[src/bf_pkg.sv]
// Function
// - supervision method selectable: current only, position only, or combined
// - current mode: failure if current stays at or above threshold until timer expiry
// - position mode: failure if position never shows open before expiry
// - combined mode: failure if current high and position not open at expiry
// - timer keeps running after trigger drops
// - expiry without detected opening raises the backup trip output
// - detected opening per method stops the timer
// - opening detected while triggers still active enters rejected state
// - rejected state holds without restart while trigger stays active
// - rejected returns to standby once all triggers drop
// - lockout rises with trip and latches independently of trip
// - trigger from selectable trip group plus three extra trigger inputs
package bf_pkg;
  localparam int unsigned CLK_HZ           = 40_000_000;
  localparam int unsigned DELAY_MS_DEFAULT = 100;
  localparam int unsigned DELAY_W          = 32;
  localparam int unsigned EXTRA_TRIGGERS   = 3;
  localparam int unsigned PARAM_SETS       = 4;
  localparam int unsigned SET_W            = 2;
  localparam int unsigned CUR_W            = 16;

  typedef enum logic [1:0] {
    current_check_method,
    position_check_method,
    combined_check_method
  } method_e;

  typedef enum logic [1:0] {
    all_trips_group,
    external_trips_group,
    current_trips_group,
    no_trips_group
  } trip_group_e;

  typedef enum logic [1:0] {
    st_standby,
    st_running,
    st_rejected,
    st_tripped
  } state_e;

  // trip commands assigned to the supervised breaker
  typedef struct packed {
    logic external_trip;
    logic current_trip;
    logic other_trip;
  } trip_cmds_s;

  // per parameter set settings
  typedef struct packed {
    logic [CUR_W-1:0]   current_release_threshold;
    logic [DELAY_W-1:0] supervision_delay;
  } set_cfg_s;
endpackage

[src/bf_trigger.sv]
`timescale 1ns/1ps
module bf_trigger #(
  parameter int unsigned N_EXTRA = bf_pkg::EXTRA_TRIGGERS
) (
  input  wire bf_pkg::trip_cmds_s  trips,
  input  wire bf_pkg::trip_group_e group_sel,
  input  wire logic [N_EXTRA-1:0]  extra_trigger_input,
  input  wire logic                blocked,
  input  wire logic                active,
  output logic                     trigger
);
  logic group_hit;

  // group selection then OR with extra inputs, gated by blocking
  always_comb begin
    case (group_sel)
      bf_pkg::all_trips_group:      group_hit = |trips;
      bf_pkg::external_trips_group: group_hit = trips.external_trip;
      bf_pkg::current_trips_group:  group_hit = trips.current_trip;
      default:                      group_hit = 1'b0;
    endcase
    trigger = active && !blocked && (group_hit || (|extra_trigger_input));
  end
endmodule

[src/breaker_failure_unit.sv]
`timescale 1ns/1ps
module breaker_failure_unit #(
  parameter int unsigned N_EXTRA = bf_pkg::EXTRA_TRIGGERS
) (
  // clock and reset
  input  wire logic                                      clk,
  input  wire logic                                      rst_n,
  // method and trip source selection
  input  wire bf_pkg::method_e                           method,
  input  wire bf_pkg::trip_group_e                       group_sel,
  input  wire bf_pkg::trip_cmds_s                        trips,
  input  wire logic [N_EXTRA-1:0]                        extra_trigger_input,
  input  wire logic                                      blocked,
  input  wire logic                                      active,
  // parameter sets
  input  wire logic [bf_pkg::SET_W-1:0]                  set_sel,
  input  wire bf_pkg::set_cfg_s [bf_pkg::PARAM_SETS-1:0] set_cfg,
  // field measurements
  input  wire logic [bf_pkg::CUR_W-1:0]                  phase_current,
  input  wire logic                                      position_open,
  // operator acknowledge
  input  wire logic                                      lockout_ack,
  // registered results
  output logic                                           backup_trip,
  output logic                                           lockout,
  output logic                                           running,
  output logic                                           rejected
);
  // one step of the supervision timer, sized to the counter
  localparam logic [bf_pkg::DELAY_W-1:0] COUNT_STEP = {{(bf_pkg::DELAY_W-1){1'b0}}, 1'b1};

  // sequencer state and supervision timer
  bf_pkg::state_e                 state;
  bf_pkg::state_e                 next_state;
  logic [bf_pkg::DELAY_W-1:0]     count;
  logic [bf_pkg::DELAY_W-1:0]     next_count;

  // next values of the registered outputs
  logic                           next_backup_trip;
  logic                           next_lockout;
  logic                           next_running;
  logic                           next_rejected;

  // decoded conditions shared by the processes below
  logic                           trigger;
  logic [bf_pkg::CUR_W-1:0]       threshold;
  logic [bf_pkg::DELAY_W-1:0]     delay;
  logic                           current_low;
  logic                           opened;
  logic                           expired;
  logic                           trip_event;
  logic                           trip_clear;
  logic                           ack_allowed;

  // current threshold of the active parameter set
  function automatic logic [bf_pkg::CUR_W-1:0] threshold_of(
    input bf_pkg::set_cfg_s [bf_pkg::PARAM_SETS-1:0] cfg,
    input logic [bf_pkg::SET_W-1:0]                  sel
  );
    return cfg[sel].current_release_threshold;
  endfunction

  // supervision delay of the active parameter set, in clock cycles
  function automatic logic [bf_pkg::DELAY_W-1:0] delay_of(
    input bf_pkg::set_cfg_s [bf_pkg::PARAM_SETS-1:0] cfg,
    input logic [bf_pkg::SET_W-1:0]                  sel
  );
    return cfg[sel].supervision_delay;
  endfunction

  // has the breaker shown it is open, judged by the selected method
  function automatic logic opening_seen(
    input bf_pkg::method_e m,
    input logic            low,
    input logic            pos_open
  );
    logic seen;
    case (m)
      bf_pkg::current_check_method:  seen = low;
      bf_pkg::position_check_method: seen = pos_open;
      // failure needs current high and contacts closed, so either one clears it
      bf_pkg::combined_check_method: seen = low || pos_open;
      // unused code falls back to the current check rather than never opening
      default:                       seen = low;
    endcase
    return seen;
  endfunction

  // trip source selection and gating
  bf_trigger #(
    .N_EXTRA (N_EXTRA)
  ) u_trigger (
    .trips               (trips),
    .group_sel           (group_sel),
    .extra_trigger_input (extra_trigger_input), // extras act even with no group trip
    .blocked             (blocked),
    .active              (active),
    .trigger             (trigger)
  );

  // settings and opening detection; a set switch applies at once, mid-run too
  always_comb begin
    threshold   = threshold_of(set_cfg, set_sel);
    delay       = delay_of(set_cfg, set_sel);
    // strict compare: a current right on the threshold still counts as flowing
    current_low = phase_current < threshold;
    opened      = opening_seen(method, current_low, position_open);
    // counter runs 0..delay, so a delay of d keeps the timer up for d+1 cycles
    expired     = count >= delay;
  end

  // next sequencer state and timer value
  always_comb begin
    next_state = state;
    next_count = count;
    case (state)
      bf_pkg::st_standby: begin
        // counter parked at zero so every run starts from a clean count
        next_count = '0;
        // only standby accepts a trigger, so a new run never overlaps an old one
        if (trigger) begin
          next_state = bf_pkg::st_running;
        end
      end
      bf_pkg::st_running: begin
        // a trigger drop does not stop the timer; on opening the trigger picks rejected or standby
        if (opened) begin
          next_state = trigger ? bf_pkg::st_rejected : bf_pkg::st_standby;
          next_count = '0;
        end else if (expired) begin
          next_state = bf_pkg::st_tripped;
        end else begin
          next_count = count + COUNT_STEP;
        end
      end
      bf_pkg::st_rejected: begin
        // no restart from here while any trigger stays up
        if (!trigger) begin
          next_state = bf_pkg::st_standby;
        end
      end
      bf_pkg::st_tripped: begin
        // backup trip ends once the breaker opens late or the triggers fall
        // counter keeps its end value; standby clears it
        if (opened || !trigger) begin
          next_state = bf_pkg::st_standby;
        end
      end
      // unreachable code: recover to standby
      default: begin
        next_state = bf_pkg::st_standby;
        next_count = '0;
      end
    endcase
  end

  // sequencer registers
  always_ff @(posedge clk) begin
    if (!rst_n) begin
      state <= bf_pkg::st_standby;
      count <= '0;
    end else begin
      state <= next_state;
      count <= next_count;
    end
  end

  // trip and lockout events of this cycle
  always_comb begin
    // expiry only trips while no opening is seen in the same cycle
    trip_event  = state == bf_pkg::st_running && !opened && expired;
    // late opening or falling triggers end the backup trip
    trip_clear  = state == bf_pkg::st_tripped && (opened || !trigger);
    // an acknowledge never beats a trip raised in the same cycle
    ack_allowed = lockout_ack && !trip_event;
  end

  // next backup trip and lockout; set wins over clear on both
  always_comb begin
    next_backup_trip = backup_trip;
    next_lockout     = lockout;
    // clear first so that a set in the same cycle wins
    if (trip_clear) begin
      next_backup_trip = 1'b0;
    end
    if (trip_event) begin
      next_backup_trip = 1'b1;
    end
    // lockout does not follow the trip: only an acknowledge lowers it
    if (ack_allowed) begin
      next_lockout = 1'b0;
    end
    if (trip_event) begin
      next_lockout = 1'b1;
    end
  end

  // trip and lockout registers
  always_ff @(posedge clk) begin
    if (!rst_n) begin
      backup_trip <= 1'b0;
      lockout     <= 1'b0;
    end else begin
      backup_trip <= next_backup_trip;
      lockout     <= next_lockout;
    end
  end

  // status flags follow the next state so they line up with the state register
  always_comb begin
    next_running  = next_state == bf_pkg::st_running;
    next_rejected = next_state == bf_pkg::st_rejected;
  end

  // status registers
  always_ff @(posedge clk) begin
    if (!rst_n) begin
      running  <= 1'b0;
      rejected <= 1'b0;
    end else begin
      running  <= next_running;
      rejected <= next_rejected;
    end
  end
endmodule

[config.mk]
export PLATFORM = sky130hd
export DESIGN_NAME = breaker_failure_unit
export DESIGN_NICKNAME = d
export VERILOG_FILES = /design/src/bf_pkg.sv /design/src/bf_trigger.sv /design/src/breaker_failure_unit.sv
export SDC_FILE = /design/constraint.sdc
export NUM_CORES = 1
export LEC_CHECK = 0
export BUFFER_PORTS_ARGS = -buffer_cell sky130_fd_sc_hd__buf_2
export CAP_MARGIN = 20
export CORE_MARGIN = 5
export CORE_UTILIZATION = 25
export CTS_BUF_LIST = sky130_fd_sc_hd__clkbuf_4
export DETAILED_ROUTE_END_ITERATION = 7
export GPL_TIMING_DRIVEN = 1
export HOLD_SLACK_MARGIN = 0.1
export MAX_ROUTING_LAYER = met4
export PLACE_DENSITY_LB_ADDON = 0.2
export SYNTH_ARGS = -nofsm -noshare
export SYNTH_HDL_FRONTEND = slang
export SYNTH_HIERARCHICAL = 1
export SYNTH_SLANG_ARGS = --single-unit
[constraint.sdc]
create_clock -name clk -period 7 [get_ports clk]
set_input_delay 0.35 -clock clk [delete_from_list [all_inputs] [get_ports clk]]
set_output_delay 0.35 -clock clk [all_outputs]
set_load 0.01 [all_outputs]
-- Yosys cells after proc, flatten, opt, wreduce, memory -nomap -nowiden
Cells that the tools add are included.
- input port bits: 226
- flip-flop bits (word level): 38
- output and inout bits: 4
- logic and storage cells: 59
- add/subtract/negate cells: 1
- reductions and logical operators: 21
- magnitude comparators: 3
- equality and inequality tests: 10
- mux-type cells: 18
- operators with widths (operator ; number):
    binary-select mux 48 bit (select 2 bit) ; 1
    2-to-1 mux 32 bit ; 2
    one-hot mux 32 bit (2 select lines) ; 1
    2-to-1 mux 48 bit ; 1
    adder 32 x 1 -> 32 bit, second input constant ; 1
    >= comparator 32 bit ; 1
    < comparator 16 bit ; 1
    2-to-1 mux 2 bit ; 6
    == test 2 bit, second input constant ; 5
    == test 2 x 1 -> 1 bit, second input constant ; 4
    one-hot mux 2 bit (4 select lines) ; 1
    logical AND 1 bit ; 6
    nonzero test 2 bit ; 3
    OR reduction 3 bit ; 2
    zero test 1 bit ; 4
    zero test 2 bit ; 2
    2-to-1 mux 1 bit ; 4
    logical OR 1 bit ; 3
    < comparator 2 x 3 -> 1 bit, second input constant ; 1
    != test 3 bit, second input constant ; 1
    one-hot mux 1 bit (3 select lines) ; 1
    one-hot mux 1 bit (2 select lines) ; 1
    AND reduction 2 bit ; 1

-- Longest topological paths before layout
- word-level depth: 12
- gate-level depth with buffers: 14
- gate-level depth less buffers: 10

-- Modules after synthesis
The synthesis kept the hierarchy.
- by module, submodules not included (module ; instances ; cells each ; sequential area each (sq um) ; area an instance (sq um)):
    breaker_failure_unit ; 1 ; 471 ; 760.7 ; 4365.4
    bf_trigger ; 1 ; 6 ; 0.0 ; 37.5

-- Worst setup path before layout
OpenSTA, ideal clock, no wires.
- kind: input -> register
- start point: input port set_sel[0] in the netlist's numbering
- end point: register count[20] in the netlist's numbering
- setup slack: 2826 ps
- setup time: 70 ps
- arrival: 4104 ps
- stages on the path: 13
- required time: 6930 ps
- buffers on the path: 3
- cell sequence: buf_1 -> buf_1 -> mux4_2 -> inv_1 -> ha_1 -> a21oi_1 -> o21ai_1 -> a221o_1 -> a2111oi_4 -> a211oi_4 -> buf_6 -> or4_1 -> a21oi_1
- cells in the longest elaborated chain, start to end: 7
- elaborated cells on any way between the ends: 10
- those cells by class: order compare (2); eq/ne (1); mux (5); reduce/logical (2)
- ends and longest elaborated chain (item ; line ; source):
    start: declaration ; breaker_failure_unit.sv:16 ; input wire logic [bf_pkg::SET_W-1:0] set_sel,
    binary-select mux 48 bit (select 2 bit) * ; breaker_failure_unit.sv:60, breaker_failure_unit.sv:68 ;
    2-to-1 mux 48 bit (implied by the code) * ; breaker_failure_unit.sv:68 ; return cfg[sel].supervision_delay;
    < comparator 16 bit ; breaker_failure_unit.sv:106 ; current_low = phase_current < threshold;
    logical OR 1 bit ; breaker_failure_unit.sv:82 ; bf_pkg::combined_check_method: seen = low || pos_open;
    one-hot mux 1 bit (2 select lines) ; breaker_failure_unit.sv:78 ; case (m)
    2-to-1 mux 32 bit or != test 3 bit (tied branches) ; - ;
    one-hot mux 32 bit (2 select lines) or AND reduction 2 bit (tied branches) ; - ;
    end signal: assignment ; breaker_failure_unit.sv:164 ; count <= next_count;
    end: declaration ; breaker_failure_unit.sv:35 ; logic [bf_pkg::DELAY_W-1:0] count;
Every way passes the cells marked *; elsewhere a longest branch is shown, timed or not. The select of a mux whose other input is x is not followed.
A chain may end at the register's enable or synchronous reset.

-- Worst setup path after layout
- start point: input port set_sel[0] in the netlist's numbering
- end point: register count[16] in the netlist's numbering
The elaborated chain is that of the path after synthesis.

==> out/results.ini <==
[status]
outcome=finished clean

[timing]
worstMarginPinSlew_ps=1093
hold_viol=0
timing.hold.ws_ps=292.1
tns_ps=0
final.setup.worst_slack_ps=3003
min_period_over_period_pct=57.10
fin_crit_ps=3997
drv_slew=0
rsz_0062_raised_after_global_routing=no
clock-skew-final_ps=9.835
timing.final.setup_violations=0
max_freq_mhz=250.2
worst_slew_margin_rel_pct=27.11

[finish]
final_cell_mix=sky130_fd_sc_hd__buf_2, sky130_fd_sc_hd__inv_1, sky130_fd_sc_hd__ha_1
mostFrequentLayoutCell=sky130_fd_sc_hd__buf_2
multi_input_area_um2=3292
final_cells=918
finish.utilization_pct=33.60
ff_latch_area_um2=760.7
finalNetCount=965
final_design_area_no_fill_um2=5812
drive_above_1_share_pct=42.90
fillCellCount=1833
areaGrowthSynthToFinish_pct=32.00

[floorplanning]
io_pins=230
initial_core_util_pct=25.46
fp.coreArea_um2=17300
die_w_um=142.7
die_area_um2=20370
dieHeight_um=142.7
placement_rows=48

[power]
total_leakage_power_nw=2.675
p_per_area_nw_per_um2=101.1
total_power_mw=0.5878
power.ir.vdd_worst_uv=66.72

[clocking]
cts_made_buffers=5
max-clock-path-buffers=2
cts_sinks=38
postCtsHoldBufs=0
clock_tree.htree_level_count=2
root_buffer=sky130_fd_sc_hd__clkbuf_4
worstSkewPairLatency_ps=360
cts_tree=done
post-cts-setup-buffer-count=0
cts_resized=0
cts.clk_slew.worst_paths_ps=130

[worst_setup_path]
timing.critical_path.from=set_sel[0]
cp-start-kind=primary input
reg2reg_setup_slack_ps=3910
worst_setup_path_end_kind=register
reg2reg_from=count[13]
worst_ep_arrival_time_ps=4300
crit_path_max_fanout=60
cp_data_required_time_ps=7300
critPathKind=primary input to register

[detailed_routing]
post-route-drc-count=0
drt-initial-drc-count=213
vias_per_cell=5.194
drt_first_pass_iters=5
final_routed_wirelength_um=16730
routed-via-count=4768
drtAntennaViolNets=0
wl_per_cell_um=18.22

[synthesis]
post_synth_instance_area_um2=4403
syn_nets=753
synth_register_bits=38
synth-warning-count=6
gate_count_of_the_mapped_netlist=477
yosysSeqAreaShare_pct=17.28
postSynth.asyncResetShare_pct=0
ys_dominant_reg_cell=sky130_fd_sc_hd__dfxtp_1
synth.avg_cell_area_um2=9.231
synth-edff-count=0
synthDistinctLibCells=55

[grt]
global_route_wire_length_before_repair_um=26210
global_route.usage.total_pct=16.58
antenna_violations_before_repair=3
first_global_vias=5105
globalRoute.totalOverflow=0
grt_start_max_net_pins=61

[worst_hold_path]
hold_path.class=primary input to register
hold_path.startpoint=lockout_ack

[place]
preCtsSetupSlack_ps=2534
place_area_um2=5727
numPlacedInstances=907
gp_congestion=0.8628
count_of_buffers_inserted_at_the_top_level_ports=229
dpl.hpwl_um=14280

[job]
cap_viol_max_count=0

report_power, final:
| group | switching (mW) | leakage [nW] | internal (mW) |
|---|---|---|---|
| Clock | 0.0803 | 0.0450 | 0.0740 |
| Combinational | 0.0962 | 2.32 | 0.119 |
| Sequential | 0.000861 | 0.306 | 0.217 |
| Total | 0.177 | 2.68 | 0.410 |
worst paths after layout:
check | to | cells past startpoint
worst max-delay path | count[16] | 12
worst min-delay path | lockout | 3
worst max register to register | count[16] | 9
worst min register to register | count[30] | 2
final cells by class:
class,count,area share [%]
diodes,3,0.1292
inverters,59,3.811
flip-flops and latches,38,13.09
clock inverters,3,0.6889
clock buffers,5,0.6459
well taps,225,4.844
multi-input cells,353,56.64
repair buffers,232,20.15
layer usage:
metal	part of all wire [%]	vias up	GRT usage (%)
met5	0	-	-
met4	3.0	0	5.753
met3	5.1	21	2.177
met2	51	173	28.31
met1	40	2280	20.13
li1	-	2294	-
Yosys cell counts, drive strengths merged, types with 2 or more instances:
master,count,area share [%]
inv,59,5.0
ha,50,14
mux4,48,25
a21oi,39,4.4
dfxtp,38,17
nand2,37,3.2
or4,27,4.6
o31ai,19,3.2
buf,16,2.0
nand4,16,2.6
nor2,16,1.4
nand3,13,1.5
o21ai,12,1.4
clkbuf,11,0.97
o211ai,11,1.9
or3,7,0.99
a211oi,6,1.3
nand2b,5,0.71
and2,4,0.57
and4,4,0.91
nor3,4,0.45
a21o,3,0.51
nor2b,3,0.43
o21a,3,0.51
a31oi,2,0.28
and3,2,0.40
nor4b,2,0.40
o32ai,2,0.40
cell families (layout without fill, tap and decap cells):
logic type,after synthesis,count (layout),synth area share [%]
flip-flops,38,38,17.28
AND/OR/NAND/NOR,143,143,18.53
AO/OA/AOI/OAI,112,112,17.48
adder cells (fa/ha/maj),50,50,14.21
other,0,3,0
buffers and inverters,86,299,7.957
multiplexers,48,48,24.55
registers in the layout, indices dropped and copies added, names as in the netlist:
register and cells:
count 32, state 2, backup_trip 1, lockout 1
rejected 1, running 1
worst max-delay path, cell delays in order:
cell	delay, ps
sky130_fd_sc_hd__buf_4	660
sky130_fd_sc_hd__mux4_2	630
sky130_fd_sc_hd__inv_1	80
sky130_fd_sc_hd__ha_1	230
sky130_fd_sc_hd__a211oi_1	240
sky130_fd_sc_hd__o21ai_0	120
sky130_fd_sc_hd__a211oi_1	480
sky130_fd_sc_hd__o22a_1	400
sky130_fd_sc_hd__a211oi_4	40
sky130_fd_sc_hd__buf_4	310
sky130_fd_sc_hd__or4_1	550
sky130_fd_sc_hd__a21oi_1	160
Power figures use the tool's default switching activity.
